File: src/hw/acv_defs.vh
`ifndef ACV_DEFS_VH
`define ACV_DEFS_VH
// register map
`define ACV_REG_CHSEL 8'h55
`define ACV_REG_CFG2 8'h73
`define ACV_REG_BYP 8'h7D
`define ACV_REG_VID 8'h43
// field positions
`define ACV_CFG2_AVG_OFF 4
`define ACV_CFG2_BYP_ALL 5
`define ACV_CFG2_SINGLE 6
`define ACV_BYP_LO 4
`define ACV_CHSEL_HI 7
`define ACV_CHSEL_LO 5
`define ACV_VID_BIT5 5
`define ACV_VID_LOW_THRESHOLD_SELECT 6
`define ACV_VID_ROLE 7
// reset values
`define ACV_RST_BYTE 8'h00
`define ACV_RST_CODE 10'h000
// channel codes
`define ACV_CH_2V5 3'h0
`define ACV_CH_CORE 3'h1
`define ACV_CH_SUPPLY 3'h2
`define ACV_CH_5V0 3'h3
`define ACV_CH_12V 3'h4
`define ACV_CH_REM1 3'h5
`define ACV_CH_LOCAL 3'h6
`define ACV_CH_REM2 3'h7
// converter
`define ACV_CODE_MAX 10'h3FF
`define ACV_AVG_COUNT 5'h10
// 0.7 ms slot at 100 MHz
`define ACV_CONV_CYCLES 20'h11170
// the start cycle and the terminal count both sit inside the slot
`define ACV_SLOT_TRIM 20'h00002
`endif

File: src/hw/acv_ctrl.v
`timescale 1ns/10ps
`default_nettype none
`include "acv_defs.vh"
// Summary of operation
// - four per-channel attenuator bypass bits sit in the top nibble of register 0x7D
// - bit4 2.5 V, bit5 core rail, bit6 5.0 V, bit7 12 V
// - 0x73 bit4 turns averaging off; bit5 bypasses every voltage attenuator
// - 0x73 bit6 leaves round-robin and enters single-channel mode
// - single-channel mode converts only the chosen channel every 0.7 ms
// - the chosen channel comes from bits 7:5 of register 0x55
// - codes 0..7 select 2.5V, core, supply, 5V, 12V, rem1, local, rem2
// - channel select and tach limit share 0x55; writing one alters the other
// - results are unsigned 10-bit, saturating at 1023
// - identification bits 0..4 follow the five dedicated input pins
// - identification bit 5 reads zero while the shared pin measures 12 V
// - identification bit 5 follows the shared pin when it is an id input
// - identification bit 6 is a writable low-threshold select
// - shared pin may serve as sixth id input; then no 12 V measurement
// - identification bit 7 selects the shared pin role
// - with averaging on, each stored value is the mean of sixteen conversions
module acv_ctrl (
    input wire ref_clk,
    input wire rst_n,
    input wire reg_wr,
    input wire reg_rd,
    input wire [7:0] reg_addr,
    input wire [7:0] reg_wdata,
    output reg [7:0] reg_rdata,
    output reg reg_rvalid,
    input wire [4:0] voltage_id_pins,
    input wire voltage_id_bit5_shared,
    input wire adc_done,
    input wire [10:0] adc_raw,
    output reg adc_start,
    output reg [2:0] adc_channel,
    output reg adc_atten_bypass,
    output reg low_threshold_select,
    output reg shared_pin_role_select,
    output reg single_mode,
    output reg [7:0] value_valid,
    output reg [79:0] value_flat
);
    localparam ST_IDLE = 2'h0;
    localparam ST_WAIT = 2'h1;
    localparam ST_CONV = 2'h2;
    localparam [19:0] CONV_CYCLES = `ACV_CONV_CYCLES;

    reg [7:0] chsel_q;
    reg [7:0] cfg2_q;
    reg [7:0] byp_q;
    reg low_low_threshold_select_q;
    reg role_q;
    reg [5:0] vid_q;
    reg [1:0] st_q;
    reg [19:0] tmr_q;
    reg [2:0] rr_ch_q;
    reg [2:0] cur_ch_q;
    reg cur_single_q;
    reg cur_avg_off_q;
    reg [9:0] sample_q;
    reg sample_vld_q;
    reg [9:0] val_q [0:7];
    reg [7:0] vld_q;
    wire avg_vld;
    wire [9:0] avg_res;
    wire [2:0] sel_ch = chsel_q[`ACV_CHSEL_HI:`ACV_CHSEL_LO];
    // single mode takes the field, otherwise the round-robin pointer
    wire [2:0] start_ch = route_ch(cfg2_q[`ACV_CFG2_SINGLE] ? sel_ch : rr_ch_q, role_q);

    // bypass for a channel: global bit or its own bit, global bit alone for supply (voltage channels only)
    function byp_for;
        input [2:0] ch;
        input [7:0] cfg2;
        input [7:0] byp;
        begin
            case (ch)
                `ACV_CH_2V5: byp_for = cfg2[`ACV_CFG2_BYP_ALL] | byp[`ACV_BYP_LO];
                `ACV_CH_CORE: byp_for = cfg2[`ACV_CFG2_BYP_ALL] | byp[`ACV_BYP_LO + 1];
                `ACV_CH_SUPPLY: byp_for = cfg2[`ACV_CFG2_BYP_ALL];
                `ACV_CH_5V0: byp_for = cfg2[`ACV_CFG2_BYP_ALL] | byp[`ACV_BYP_LO + 2];
                `ACV_CH_12V: byp_for = cfg2[`ACV_CFG2_BYP_ALL] | byp[`ACV_BYP_LO + 3];
                default: byp_for = 1'b0;
            endcase
        end
    endfunction

    // 12 V code becomes remote 1 while the pin carries an id bit;
    // a single-mode 12 V request then lands in the remote 1 slot
    function [2:0] route_ch;
        input [2:0] ch;
        input role;
        begin
            if (role && ch == `ACV_CH_12V) begin
                route_ch = `ACV_CH_REM1;
            end else begin
                route_ch = ch;
            end
        end
    endfunction

    // next round-robin channel, skipping 12 V while the pin carries an id bit
    function [2:0] rr_next;
        input [2:0] ch;
        input role;
        begin
            rr_next = route_ch(ch + 3'h1, role);
        end
    endfunction

    // register writes
    always @(posedge ref_clk or negedge rst_n) begin
        if (!rst_n) begin
            chsel_q <= `ACV_RST_BYTE;
            cfg2_q <= `ACV_RST_BYTE;
            byp_q <= `ACV_RST_BYTE;
            low_low_threshold_select_q <= 1'b0;
            role_q <= 1'b0;
        end else if (reg_wr) begin
            case (reg_addr)
                `ACV_REG_CHSEL: chsel_q <= reg_wdata;
                `ACV_REG_CFG2: cfg2_q <= reg_wdata;
                `ACV_REG_BYP: byp_q <= reg_wdata;
                `ACV_REG_VID: begin
                    low_low_threshold_select_q <= reg_wdata[`ACV_VID_LOW_THRESHOLD_SELECT];
                    role_q <= reg_wdata[`ACV_VID_ROLE];
                end
                default: begin
                end
            endcase
        end
    end

    // identification pins sampled every cycle
    always @(posedge ref_clk or negedge rst_n) begin
        if (!rst_n) begin
            vid_q <= 6'h00;
        end else begin
            vid_q[4:0] <= voltage_id_pins;
            vid_q[5] <= role_q ? voltage_id_bit5_shared : 1'b0;
        end
    end

    // register reads, one cycle after the strobe
    always @(posedge ref_clk or negedge rst_n) begin
        if (!rst_n) begin
            reg_rdata <= `ACV_RST_BYTE;
            reg_rvalid <= 1'b0;
        end else begin
            reg_rvalid <= reg_rd;
            if (reg_rd) begin
                case (reg_addr)
                    `ACV_REG_CHSEL: reg_rdata <= chsel_q;
                    `ACV_REG_CFG2: reg_rdata <= cfg2_q;
                    `ACV_REG_BYP: reg_rdata <= byp_q;
                    `ACV_REG_VID: reg_rdata <= {role_q, low_low_threshold_select_q, vid_q};
                    default: reg_rdata <= `ACV_RST_BYTE;
                endcase
            end
        end
    end

    // conversion sequencer: settings latch when each conversion starts
    always @(posedge ref_clk or negedge rst_n) begin
        if (!rst_n) begin
            st_q <= ST_IDLE;
            tmr_q <= 20'h00000;
            cur_ch_q <= `ACV_CH_2V5;
            cur_single_q <= 1'b0;
            cur_avg_off_q <= 1'b0;
            adc_start <= 1'b0;
            adc_channel <= `ACV_CH_2V5;
            adc_atten_bypass <= 1'b0;
            sample_q <= `ACV_RST_CODE;
            sample_vld_q <= 1'b0;
        end else begin
            adc_start <= 1'b0;
            sample_vld_q <= 1'b0;
            case (st_q)
                ST_IDLE: begin
                    st_q <= ST_CONV;
                    tmr_q <= CONV_CYCLES - `ACV_SLOT_TRIM;
                    adc_start <= 1'b1;
                    cur_single_q <= cfg2_q[`ACV_CFG2_SINGLE];
                    cur_avg_off_q <= cfg2_q[`ACV_CFG2_AVG_OFF];
                    cur_ch_q <= start_ch;
                    adc_channel <= start_ch;
                    adc_atten_bypass <= byp_for(start_ch, cfg2_q, byp_q);
                end
                ST_CONV: begin
                    if (adc_done) begin
                        // saturate: raw carries one bit of headroom
                        sample_q <= adc_raw[10] ? `ACV_CODE_MAX : adc_raw[9:0];
                        sample_vld_q <= 1'b1;
                        st_q <= ST_WAIT;
                    end
                    if (tmr_q != 20'h00000) begin
                        tmr_q <= tmr_q - 20'h00001;
                    end
                end
                ST_WAIT: begin
                    // hold the 0.7 ms slot so repeats are evenly spaced
                    if (tmr_q == 20'h00000) begin
                        st_q <= ST_IDLE;
                    end else begin
                        tmr_q <= tmr_q - 20'h00001;
                    end
                end
                default: st_q <= ST_IDLE;
            endcase
            if (st_q == ST_CONV && tmr_q == 20'h00000 && !adc_done) begin
                st_q <= ST_IDLE;
            end
        end
    end

    // round-robin channel moves only after its result is done: sixteen samples, or one with averaging off
    wire chan_done = avg_vld;
    wire ch_change = (st_q == ST_IDLE) && (start_ch != cur_ch_q);

    always @(posedge ref_clk or negedge rst_n) begin
        if (!rst_n) begin
            vld_q <= 8'h00;
        end else if (chan_done) begin
            val_q[cur_ch_q] <= avg_res;
            vld_q[cur_ch_q] <= 1'b1;
        end
    end

    always @(posedge ref_clk or negedge rst_n) begin
        if (!rst_n) begin
            rr_ch_q <= `ACV_CH_2V5;
        end else if (chan_done && !cur_single_q) begin
            rr_ch_q <= rr_next(cur_ch_q, role_q);
        end
    end

    acv_avg u_avg (
        .ref_clk(ref_clk),
        .rst_n(rst_n),
        .clear(ch_change),
        .sample_valid(sample_vld_q),
        .sample(sample_q),
        .avg_off(cur_avg_off_q),
        .result_valid(avg_vld),
        .result(avg_res)
    );

    genvar gi;
    generate
        for (gi = 0; gi < 8; gi = gi + 1) begin : g_out
            always @(posedge ref_clk or negedge rst_n) begin
                if (!rst_n) begin
                    value_flat[gi*10 +: 10] <= `ACV_RST_CODE;
                end else begin
                    value_flat[gi*10 +: 10] <= vld_q[gi] ? val_q[gi] : `ACV_RST_CODE;
                end
            end
        end
    endgenerate

    always @(posedge ref_clk or negedge rst_n) begin
        if (!rst_n) begin
            value_valid <= 8'h00;
            low_threshold_select <= 1'b0;
            shared_pin_role_select <= 1'b0;
            single_mode <= 1'b0;
        end else begin
            value_valid <= vld_q;
            low_threshold_select <= low_low_threshold_select_q;
            shared_pin_role_select <= role_q;
            single_mode <= cur_single_q;
        end
    end
endmodule
`default_nettype wire

File: src/hw/acv_avg.v
`timescale 1ns/10ps
`default_nettype none
`include "acv_defs.vh"
// sixteen-sample accumulator; bypassed when averaging is off
module acv_avg (
    input wire ref_clk,
    input wire rst_n,
    input wire clear,
    input wire sample_valid,
    input wire [9:0] sample,
    input wire avg_off,
    output reg result_valid,
    output reg [9:0] result
);
    reg [13:0] acc_q;
    reg [4:0] cnt_q;
    wire [13:0] sum = acc_q + {4'h0, sample};
    always @(posedge ref_clk or negedge rst_n) begin
        if (!rst_n) begin
            acc_q <= 14'h0000;
            cnt_q <= 5'h00;
            result_valid <= 1'b0;
            result <= `ACV_RST_CODE;
        end else begin
            result_valid <= 1'b0;
            if (clear) begin
                acc_q <= 14'h0000;
                cnt_q <= 5'h00;
            end else if (sample_valid) begin
                if (avg_off) begin
                    result <= sample;
                    result_valid <= 1'b1;
                end else if (cnt_q == `ACV_AVG_COUNT - 5'h01) begin
                    // divide by sixteen keeps the mean inside 0..1023
                    result <= sum[13:4];
                    result_valid <= 1'b1;
                    acc_q <= 14'h0000;
                    cnt_q <= 5'h00;
                end else begin
                    acc_q <= sum;
                    cnt_q <= cnt_q + 5'h01;
                end
            end
        end
    end
endmodule
`default_nettype wire

File: config.mk
export PLATFORM = sky130hd
export DESIGN_NAME = acv_ctrl
export DESIGN_NICKNAME = d
export VERILOG_FILES = /design/src/hw/acv_ctrl.v /design/src/hw/acv_avg.v
export VERILOG_INCLUDE_DIRS = /design/src /design/src/hw
export SDC_FILE = /design/constraint.sdc
export NUM_CORES = 1
export LEC_CHECK = 0
export ABC_AREA = 1
export CORE_MARGIN = 2
export CORE_UTILIZATION = 63
export DETAILED_ROUTE_END_ITERATION = 8
export DONT_BUFFER_PORTS = 1
export MAX_ROUTING_LAYER = met4
export PLACE_DENSITY = 0.88
export SKIP_CTS_REPAIR_TIMING = 1
export SYNTH_ARGS = -nofsm -noshare
export SYNTH_HDL_FRONTEND = slang
export SYNTH_SLANG_ARGS = --single-unit
File: constraint.sdc
create_clock -name ref_clk -period 3 [get_ports ref_clk]
set_input_delay 0.3 -clock ref_clk [delete_from_list [all_inputs] [get_ports ref_clk]]
set_output_delay 0.3 -clock ref_clk [all_outputs]
set_load 0.1 [all_outputs]
# ---- Word-level counts from Yosys, hierarchy flattened
# Memories as Yosys holds them, arrays and structs flattened.
# Cells that the tools add are included.
dict set report word_totals {
  word_cells 136
  inputBits 38
  memories 1
  reg_bits 213
  ramBits 80
  output_inout_bits 105
}
dict set report classes {
  muxes 43
  n_eq_ne 19
  n_lt_le_gt_ge 2
  bitwise 6
  n_reduce_logical 26
  addsub 4
}
# memory depth word_bits rd rd_ports_with_merged_regs wr line_no
set mem_list {}
lappend mem_list {val_q 8 10 8 0 1 acv_ctrl.v:62} ;# reg [9:0] val_q [0:7];
# cell count
set ops {}
lappend ops {{10-bit 2-to-1 mux} 11}
lappend ops {{20-bit case mux with 3 select lines} 1}
lappend ops {{14-bit 2-to-1 mux} 4}
lappend ops {{20-bit 2-to-1 mux} 2}
lappend ops {{8-bit by 7-bit == test with 1-bit output, second input constant} 4}
lappend ops {{8-bit case mux with 4 select lines} 1}
lappend ops {{20-bit logical NOT} 1}
lappend ops {{5-bit 2-to-1 mux} 4}
lappend ops {{20-bit nonzero test} 1}
lappend ops {{20-bit by 1-bit subtractor with 20-bit output, second input constant} 1}
lappend ops {{14-bit by 10-bit adder with 14-bit output} 1}
lappend ops {{2-bit AND reduction} 7}
lappend ops {{1-bit 2-to-1 mux} 11}
lappend ops {{3-bit == test, second input constant} 3}
lappend ops {{3-bit 2-to-1 mux} 3}
lappend ops {{1-bit logical AND} 8}
lappend ops {{8-bit OR} 1}
lappend ops {{3-bit by 2-bit == test with 1-bit output, second input constant} 2}
lappend ops {{2-bit 2-to-1 mux} 3}
lappend ops {{2-bit case mux with 3 select lines} 1}
lappend ops {{3-bit AND reduction} 2}
lappend ops {{5-bit by 1-bit adder with 5-bit output, second input constant} 1}
lappend ops {{5-bit by 4-bit == test with 1-bit output, second input constant} 1}
lappend ops {{1-bit case mux with 5 select lines} 1}
lappend ops {{other kinds (19)} 25}

# ---- Logic depth before layout (Yosys ltp)
# Gate-level depths: netlist of the first run.
dict set report logic_depth {
  ltp_word 8
  depth_mapped 13
  ltp_nobuf 13
}

# ---- Hierarchy
# A second synthesis of the first run with hierarchy kept.
dict set report hier_totals {
  hier_cells 1201
  hier_area_um2 12081.6
}
# mod cells_each area_per_inst_um2 instances
set by_module_without_submodules {}
lappend by_module_without_submodules {acv_ctrl 919 10019.6 1}
lappend by_module_without_submodules {acv_avg 282 2062.0 1}

# ---- Worst setup path before layout of the first run
# OpenSTA, ideal clock, no wires.
dict set report synth_path {
  kind {register to register}
  start {register cur_ch_q[0]}
  end {memory val_q[1][0], enable pin}
  path_slack_ns 0.105
  path_stages_with_launch 4
  n_path_buf 1
  period_less_slack_ns 2.895
  t_arrival_ns 2.492
  cell_sequence {dfrtp_1 > clkbuf_1 > inv_1 > nor4_1}
}
# element line_no
set synth_rtl {}
lappend synth_rtl {{from (decl)} acv_ctrl.v:57} ;# reg [2:0] cur_ch_q;
lappend synth_rtl {{from (signal assigned)} acv_ctrl.v:167} ;# cur_ch_q <= `ACV_CH_2V5;
lappend synth_rtl {{from (signal assigned)} acv_ctrl.v:185} ;# cur_ch_q <= start_ch;
lappend synth_rtl {{to (decl)} acv_ctrl.v:62}
# Straight into the memory's write port.

# ---- Final worst setup path of the first run
dict set report layout_path {
  start {register tmr_q[0]}
  end {register tmr_q[8]}
}
dict set report layout_via {
  elab_chain_cells 3
}
# element line_no
set layout_lines {}
lappend layout_lines {{from (decl)} acv_ctrl.v:55} ;# reg [19:0] tmr_q;
lappend layout_lines {{from (signal assigned)} acv_ctrl.v:181} ;# tmr_q <= CONV_CYCLES - `ACV_SLOT_TRIM;
lappend layout_lines {{from (signal assigned)} acv_ctrl.v:197} ;# tmr_q <= tmr_q - 20'h00001;
lappend layout_lines {{from (signal assigned)} acv_ctrl.v:205} ;# tmr_q <= tmr_q - 20'h00001;
lappend layout_lines {{20-bit by 1-bit subtractor with 20-bit output, or another cell as far along} {acv_ctrl.v:197, acv_ctrl.v:205}}
lappend layout_lines {{20-bit 2-to-1 mux, or another cell as far along} acv_ctrl.v:202} ;# if (tmr_q == 20'h00000) begin
lappend layout_lines {{20-bit case mux with 3 select lines or 3-bit AND reduction (tied branches)} --}
# Several ways; a longest one is shown, not always the timed one. The select of a mux whose other input is x is not followed.
# A chain may end at the register's enable or synchronous reset.

==> results by group, run 1 <==
Run status
  – Status: finished, violations left
  – Failing checks: negative hold slack

Yosys
  – Seq/Total Area, Yosys: 0.648
  – Top cell type's share of synthesized area: 0.447
  – Library cells used by synthesis: 42
  – Most common cell in the netlist: nand2_1
  – Syn_area_per_cell: 9.93 sq um
  – Post-Synth XOR/XNOR Area: 0.0117
  – Post-Synth Adder-Cell Area: 0.0216
  – Synthesized area: 11,900 sq um
  – Net count after synthesis: 1,259
  – Synth Area in Compound Gates: 0.0514
  – Simple-Gate Fraction of Synth Area: 0.196
  – Warnings from Yosys: 0
  – Yosys top cell by area: dfrtp_1
  – EDFF count, synth: 80
  – Gate Count Post-Synth: 1,201
  – Async set or reset register ratio after synthesis: 0.727
  – Synth area leaders: dfrtp_1, edfxtp_1, nand2_1, inv_1, o21ai_0
  – Post-synthesis register bit count: 293
  – Post-synthesis mux area share: 0.00566
  – Main combinational cell family by area after synthesis: simple AND/OR/NAND/NOR gates
  – Main synth FF type: dfrtp_1
  – Commonest cells in the netlist: nand2_1, dfrtp_1, inv_1

Routing
  – DRT Wirelength: 26,600 microns
  – Via count: 8,478
  – Met3 wire length: 1970 microns
  – Post-Route M1 WL: 10,400 microns
  – Average wire per standard cell: 17.7 microns
  – Highest metal used: met4
  – DR DRC count: 0
  – Met2 wire length: 13,200 microns
  – Number of DRC markers in iteration 0: 716
  – Vias per cell: 5.63
  – Final ANT Viol Nets: 0
  – Drt first pass iters: 7

Power
  – Leak: 6.84 nW
  – Int Power: 7.74 mW
  – Register share of total power: 0.533
  – Net switching power: 5.99 mW
  – Comb pwr share: 0.214
  – Clk pwr share: 0.253
  – Pwr Density: 1020 nW/um^2
  – Sw Share: 0.436
  – Overall Power: 13.7 mW
  – Worst vdd ir: 769 uV

Setup path
  – Crit path capture: tmr_q[8]
  – Critical path buffers and inverters: 3
  – Setup CP Type: reg -> reg
  – Largest stage delay on the critical path: 440 ps
  – Worst setup EP type: flip-flop
  – Worst Setup SP: tmr_q[0]
  – RR Startpoint: tmr_q[0]
  – Reg2reg end: tmr_q[8]
  – CP Max Fanout: 19
  – Cell chain of the critical path: clkinv_1, ha_1, inv_1, nor2_1, nand4_1, nand2_1, buf_4, o21ai_0
  – Critical path's top delay family: simple AND/OR/NAND/NOR gates
  – Worst Setup Start Kind: flip-flop
  – Flop-to-flop setup slack: 700 ps
  – Reg2reg path depth: 8
  – Cell count along the critical path: 8
  – WP data arrival: 2720 ps
  – Required @ worst endpoint: 3420 ps
  – CP max-delay cell: nand2_1

Layout
  – Final Core Density: 0.721
  – Fillers: 1,224
  – P&R area growth vs syn: 12.7%
  – Final Non-Filler Cells: 1,505
  – Proportion of layout cells with a drive suffix above 1: 0.0669
  – Antenna Cells: 0
  – Post-layout nets: 1,307

GRT
  – Via count of the first global-routing pass: 7,953
  – Congestion Overflow GR: 0
  – First-pass GRT wire length: 41,400 microns
  – Overall Global Routing Usage: 0.270
  – Antenna violations before repair: 0
  – Largest net degree at the start of global routing: 215

Timing
  – Final min period: 2300 ps
  – Setup TNS Final: 0 ps
  – Final setup viols: 0
  – Pins Over Slew Limit: 0
  – Layout Skew: 11.6 ps
  – Hold WS: -561 ps
  – Final Hold Viols: 216
  – RSZ-0062 raised after global routing: false
  – Fmax: 435 MHz
  – Tcrit/Tclk final: 0.766
  – Slew HR: 0.335
  – Worst slew pin tran: 998 ps

Clock tree
  – H-tree depth: 1
  – CTS tree: yes
  – CTS root buffer: clkbuf_16
  – Number of sinks on the clock net: 293
  – CTS max path bufs: 3
  – Clock Pin Slew Worst Setup and Hold Paths: 60 ps
  – Clk_lat worst skew: 560 ps
  – Inserted Clock Buffers: 28

Placement
  – GPL Wtd Cong: 0.955
  – PortBufs: 0
  – Detail Placement HPWL: 16,500 microns
  – Placed cell count: 1,418

Floorplan
  – I/O pin count: 143
  – Row Count: 50
  – Initial core utilization: 0.640
  – Die span in x: 142 microns
  – Die Ht: 142 microns
  – Core area: 18,600 sq um
  – Total Die Area: 20,100 sq um

Job
  – Maxcap violations: 0

Min path
  – Worst Hold Class: in -> async
[sequential cells by signal, indices dropped and copies added (netlist names), 2 cells and up]
name          count
byp_q             8
cfg2_q            8
chsel_q           8
cur_ch_q          3
reg_rdata         8
rr_ch_q           3
sample_q         10
st_q              2
tmr_q            20
u_avg.acc_q      14
u_avg.cnt_q       5
u_avg.result     10
val_q            80
value_flat       80
value_valid       8
vid_q             6
vld_q             8
[stage by stage]
stage               setup WS [ps]  cell area [sq um]
floorplan                     105              11900
global placement              930              12200
detailed placement            819              12200
CTS                           728              13100
global route                  389              13400
finish                        701              13400
[worst register-to-register path, cell delays in order (launching register included)]
cell and delay, ps:
dfrtp_1 380, clkinv_1 140, ha_1 270, inv_1 90
nor2_1 320, nand4_1 160, nand2_1 440, buf_4 280
o21ai_0 100
[metal layers]
layer  GRT usage  up-vias
met5           -        -
met4      0.0926        0
met3      0.0516       83
met2       0.447      393
met1       0.339     4076
li1            -     3926
[area by class of cell]
class	instances	area [sq um]	share of cell area
sequential	293	7730	0.575
tap	234	293	0.0218
clock inverter	16	160	0.0119
inverter	165	621	0.0462
multi-input combinational	712	3420	0.254
clock buffer	36	761	0.0566
timing repair buffer	49	455	0.0339
[cell usage in the layout (no fill, tap or decap), types with 6 or more instances in the layout]
cell type      count
nor3_1             9
dfrtp_1          213
edfxtp_1          80
clkbuf_16         28
o22ai_1            9
xor2_1            12
buf_4             14
nand2_1          350
nor2_1            83
nand3b_1          10
dlygate4sd3_1     35
clkinv_2           9
o21ai_0           76
mux2_2             6
nand3_1           71
nand4_1           16
inv_1            160
ha_1              19
a21oi_1           13
[worst min path at each step]
stage / from / end / slack, ps / depth (start not counted)
6_report: rst_n / value_flat[14] / -560 / 0
5_1_grt: rst_n / value_flat[8] / -580 / 0
4_1_cts: rst_n / rr_ch_q[2] / -570 / 0
3_5_place_dp: rst_n / value_flat[4] / 9 / 0
3_3_place_gp: rst_n / value_flat[1] / 10 / 0
2_1_floorplan: rst_n / adc_atten_bypass / 4 / 0
[kinds of logic (layout without fill, tap and decap cells)]
| group | Yosys count | after routing |
|---|---|---|
| muxes | 6 | 6 |
| AOI/OAI and AO/OA | 113 | 113 |
| and+or+nand+nor | 557 | 557 |
| DFF | 293 | 293 |
| xor gates and xnor gates | 16 | 16 |
| buffers and inverters | 196 | 266 |
| adders and majority gates | 20 | 20 |
[power by group through the flow]
stage | clock network (mW) | registers (mW) | logic (mW)
6_report | 3.48 | 7.32 | 2.93
3_5_place_dp | 0 | 7.37 | 2.81
2_1_floorplan | 0 | 7.07 | 2.26
3_3_place_gp | 0 | 7.33 | 2.72
4_1_cts | 3.52 | 7.31 | 2.86
5_1_grt | 3.67 | 7.40 | 3.32
(Power assumes the default switching activity.)
==> run 2: changes to the inputs <==
--- a/config.mk
+++ b/config.mk
@@ -6,13 +6,13 @@
 export SDC_FILE = /design/constraint.sdc
 export NUM_CORES = 1
 export LEC_CHECK = 0
-export ABC_AREA = 1
+export ABC_AREA = 0
 export CORE_MARGIN = 2
-export CORE_UTILIZATION = 63
+export CORE_UTILIZATION = 57
 export DETAILED_ROUTE_END_ITERATION = 8
 export DONT_BUFFER_PORTS = 1
 export MAX_ROUTING_LAYER = met4
-export PLACE_DENSITY = 0.88
+export PLACE_DENSITY = 0.84
 export SKIP_CTS_REPAIR_TIMING = 1
 export SYNTH_ARGS = -nofsm -noshare
 export SYNTH_HDL_FRONTEND = slang
==> constraint.sdc (replaced) <==
create_clock -name ref_clk -period 2 [get_ports ref_clk]
set_input_delay 0.2 -clock ref_clk [delete_from_list [all_inputs] [get_ports ref_clk]]
set_output_delay 0.2 -clock ref_clk [all_outputs]
set_load 0.1 [all_outputs]
==> results by group, run 2 <==
Min path
  – Worst Hold Class: in -> async (unchanged)

Timing
  – RSZ-0062 raised after global routing: true (was false)
  – Layout Skew: 13.0 ps (was 11.6 ps)
  – Hold WS: -639 ps (was -561 ps)
  – Worst slew pin tran: 675 ps (was 998 ps)
  – Final min period: 2340 ps (was 2300 ps)
  – Final setup viols: 53 (was 0)
  – Setup slack after layout: -338 ps (was 701 ps)
  – Slew HR: 0.550 (was 0.335)
  – Tcrit/Tclk final: 1.17 (was 0.766)
  – Fmax: 428 MHz (was 435 MHz)
  – Pins Over Slew Limit: 0 (unchanged)
  – Final Hold Viols: 214 (was 216)

Layout
  – Commonest non-fill, non-tap cell in the layout: dfrtp_1 (was nand2_1)
  – Proportion of layout cells with a drive suffix above 1: 0.342 (was 0.0669)
  – Largest regs: val_q x80, value_flat x80, tmr_q x20 (unchanged)
  – Antenna Cells: 0 (unchanged)
  – P&R area growth vs syn: 33.0% (was 12.7%)
  – Design Area, Final: 15,200 sq um (was 13,400 sq um)
  – Post-layout nets: 1,169 (was 1,307)
  – Fillers: 984 (was 1,224)
  – Most frequent cells in the layout: dfrtp_1, buf_4, and2_1, edfxtp_1, nor2_1 (was nand2_1, dfrtp_1, inv_1, nor2_1, edfxtp_1)

Clock tree
  – Clk_lat worst skew: 540 ps (was 560 ps)
  – CTS root buffer: clkbuf_16 (unchanged)
  – CTS tree: yes (unchanged)
  – CTS max path bufs: 3 (unchanged)
  – H-tree depth: 1 (unchanged)
  – Inserted Clock Buffers: 28 (unchanged)
  – Clock Pin Slew Worst Setup and Hold Paths: 70 ps (was 60 ps)
  – Number of sinks on the clock net: 293 (unchanged)

Placement
  – PortBufs: 0 (unchanged)
  – Placement-stage cell area: 13,200 sq um (was 12,200 sq um)
  – Detail Placement HPWL: 16,900 microns (was 16,500 microns)
  – GPL Wtd Cong: 0.895 (was 0.955)

Power
  – Clk pwr share: 0.266 (was 0.253)
  – Sw Share: 0.363 (was 0.436)
  – Register share of total power: 0.360 (was 0.533)
  – Overall Power: 20.8 mW (was 13.7 mW)
  – Comb pwr share: 0.374 (was 0.214)
  – Worst vdd ir: 867 uV (was 769 uV)
  – Int Power: 13.3 mW (was 7.74 mW)
  – Leak: 6.88 nW (was 6.84 nW)
  – Net switching power: 7.55 mW (was 5.99 mW)
  – Pwr Density: 1370 nW/um^2 (was 1020 nW/um^2)

GRT
  – Via count of the first global-routing pass: 7,987 (was 7,953)
  – Congestion Overflow GR: 0 (unchanged)
  – Antenna violations before repair: 0 (unchanged)
  – Overall Global Routing Usage: 0.270 (about the same)
  – First-pass GRT wire length: 43,900 microns (was 41,400 microns)
  – Largest net degree at the start of global routing: 216 (was 215)

Yosys
  – Main synth FF type: dfrtp_1 (unchanged)
  – Post-Synth XOR/XNOR Area: 0.00997 (was 0.0117)
  – Yosys top cell by area: dfrtp_1 (unchanged)
  – Top cell type's share of synthesized area: 0.467 (was 0.447)
  – Syn_area_per_cell: 13.4 sq um (was 9.93 sq um)
  – Synth area leaders: dfrtp_1, edfxtp_1, and2_1, mux2_2, ha_1 (was dfrtp_1, edfxtp_1, nand2_1, inv_1, o21ai_0)
  – Most common cell in the netlist: dfrtp_1 (was nand2_1)
  – Simple-Gate Fraction of Synth Area: 0.127 (was 0.196)
  – Gate Count Post-Synth: 854 (was 1,201)
  – Seq/Total Area, Yosys: 0.677 (was 0.648)
  – Post-synthesis mux area share: 0.0400 (was 0.00566)
  – Post-synthesis register bit count: 293 (unchanged)
  – Main combinational cell family by area after synthesis: simple AND/OR/NAND/NOR gates (unchanged)
  – EDFF count, synth: 80 (unchanged)
  – Synthesized area: 11,400 sq um (was 11,900 sq um)
  – Net count after synthesis: 912 (was 1,259)
  – Async set or reset register ratio after synthesis: 0.727 (unchanged)
  – Library cells used by synthesis: 71 (was 42)
  – Synth Area in Compound Gates: 0.105 (was 0.0514)
  – Commonest cells in the netlist: dfrtp_1, and2_1, edfxtp_1 (was nand2_1, dfrtp_1, inv_1)
  – Warnings from Yosys: 0 (unchanged)
  – Post-Synth Adder-Cell Area: 0.0226 (was 0.0216)

Routing
  – Number of DRC markers in iteration 0: 789 (was 716)
  – DR DRC count: 0 (unchanged)
  – Average wire per standard cell: 22.2 microns (was 17.7 microns)
  – DRT Wirelength: 31,000 microns (was 26,600 microns)
  – Vias per cell: 5.92 (was 5.63)
  – Via count: 8,279 (was 8,478)
  – Drt first pass iters: 5 (was 7)
  – Final ANT Viol Nets: 0 (unchanged)

Setup path
  – WP data arrival: 2790 ps (was 2720 ps)
  – Worst Setup Start Kind: flip-flop (unchanged)
  – Setup CP Type: reg -> reg (unchanged)
  – CP Max Fanout: 7 (was 19)
  – Worst setup EP type: flip-flop (unchanged)
  – Required @ worst endpoint: 2450 ps (was 3420 ps)

Job
  – Maxcap violations: 0 (unchanged)

Floorplan
  – Total Die Area: 21,200 sq um (was 20,100 sq um)
  – Die span in x: 146 microns (was 142 microns)
  – I/O pin count: 143 (unchanged)
  – Core area: 19,600 sq um (was 18,600 sq um)
  – Initial core utilization: 0.583 (was 0.640)
  – Die Ht: 146 microns (was 142 microns)
  – Row Count: 51 (was 50)

Run status
  – Failing checks: negative hold slack, negative setup slack (was negative hold slack)
  – Status: finished, violations left (unchanged)
-- run 2: cell types whose count changed in the layout (fill, tap and decap cells not counted), moves of 24 or more --
| cell | previous run | this run |
|---|---|---|
| o21ai_0 | 76 | 20 |
| buf_4 | 14 | 202 |
| nor2_1 | 83 | 51 |
| mux2_2 | 6 | 30 |
| nand3_1 | 71 | 11 |
| nand2_1 | 350 | 33 |
| inv_1 | 160 | 25 |
| and2_1 | 1 | 83 |
-- run 2: kinds of logic after synthesis --
| family | after synthesis |
|---|---|
| AO/OA/AOI/OAI | 176 |
| adder cells (fa/ha/maj) | 20 |
| buffers and inverters | 52 |
| flip-flops | 293 |
| AND/OR/NAND/NOR | 259 |
| XOR/XNOR | 13 |
| multiplexers | 41 |
-- run 2: per-stage QoR --
step                       util  hold slack (ps)  setup TNS, ps  worst slack (ps)  cells
after global routing      0.775             -650         -12030              -401   1398
final                     0.775             -639          -9100              -338   1398
after global placement    0.671            -86.1          -1070             -85.4   1288
after floorplan               -            -95.6           -377             -97.5    854
after CTS                 0.721             -648          -4790              -213   1340
after detailed placement  0.671            -85.1          -3590              -211   1288
-- run 2: layout make-up --
class                      instances  area, sq um  share of cell area
multi-input combinational        509         3980               0.262
timing repair buffer             254         2080               0.137
inverter                          25         93.8             0.00618
sequential                       293         7740               0.510
clock inverter                     6          109             0.00717
tap                              265          332              0.0218
clock buffer                      46          860              0.0566
-- run 2: path summary, 6_finish.rpt --
path | startpoint | to | slack, ps | cells past startpoint
max in group asynchronous | rst_n | u_avg.acc_q[2] | 2310 | 0
worst min-delay path | rst_n | vid_q[2] | -640 | 0
worst min register to register | low_low_threshold_select_q | low_threshold_select | 420 | 0
min in group ref_clk | adc_done | st_q[0] | -20 | 3
worst max register to register | cfg2_q[6] | u_avg.result[3] | -340 | 7
worst max-delay path | cfg2_q[6] | u_avg.result[3] | -340 | 7
-- run 2: worst max-delay path, stage by stage, from the launching register on --
cell and delay, ps:
dfrtp_2 540, mux2i_2 320, xor2_1 350, o211ai_4 200
buf_6 170, a21oi_4 270, buf_8 200, mux2i_1 200
-- run 2: metal layers --
| layer | track usage | vias up | routed length [microns] |
|---|---|---|---|
| li1 | - | 3563 | - |
| met1 | 0.348 | 4197 | 12100 |
| met2 | 0.448 | 428 | 16100 |
| met3 | 0.0382 | 91 | 1760 |
| met4 | 0.0892 | 0 | 1090 |
| met5 | - | - | 0 |
-- run 2: power by group through the flow --
stage	clock [mW]	combinational [mW]	sequential [mW]
2_1_floorplan	0	2.95	8.64
3_3_place_gp	0	6.05	7.46
3_5_place_dp	0	6.21	7.49
4_1_cts	5.54	6.28	7.40
5_1_grt	5.84	8.22	7.54
6_report	5.53	7.78	7.50
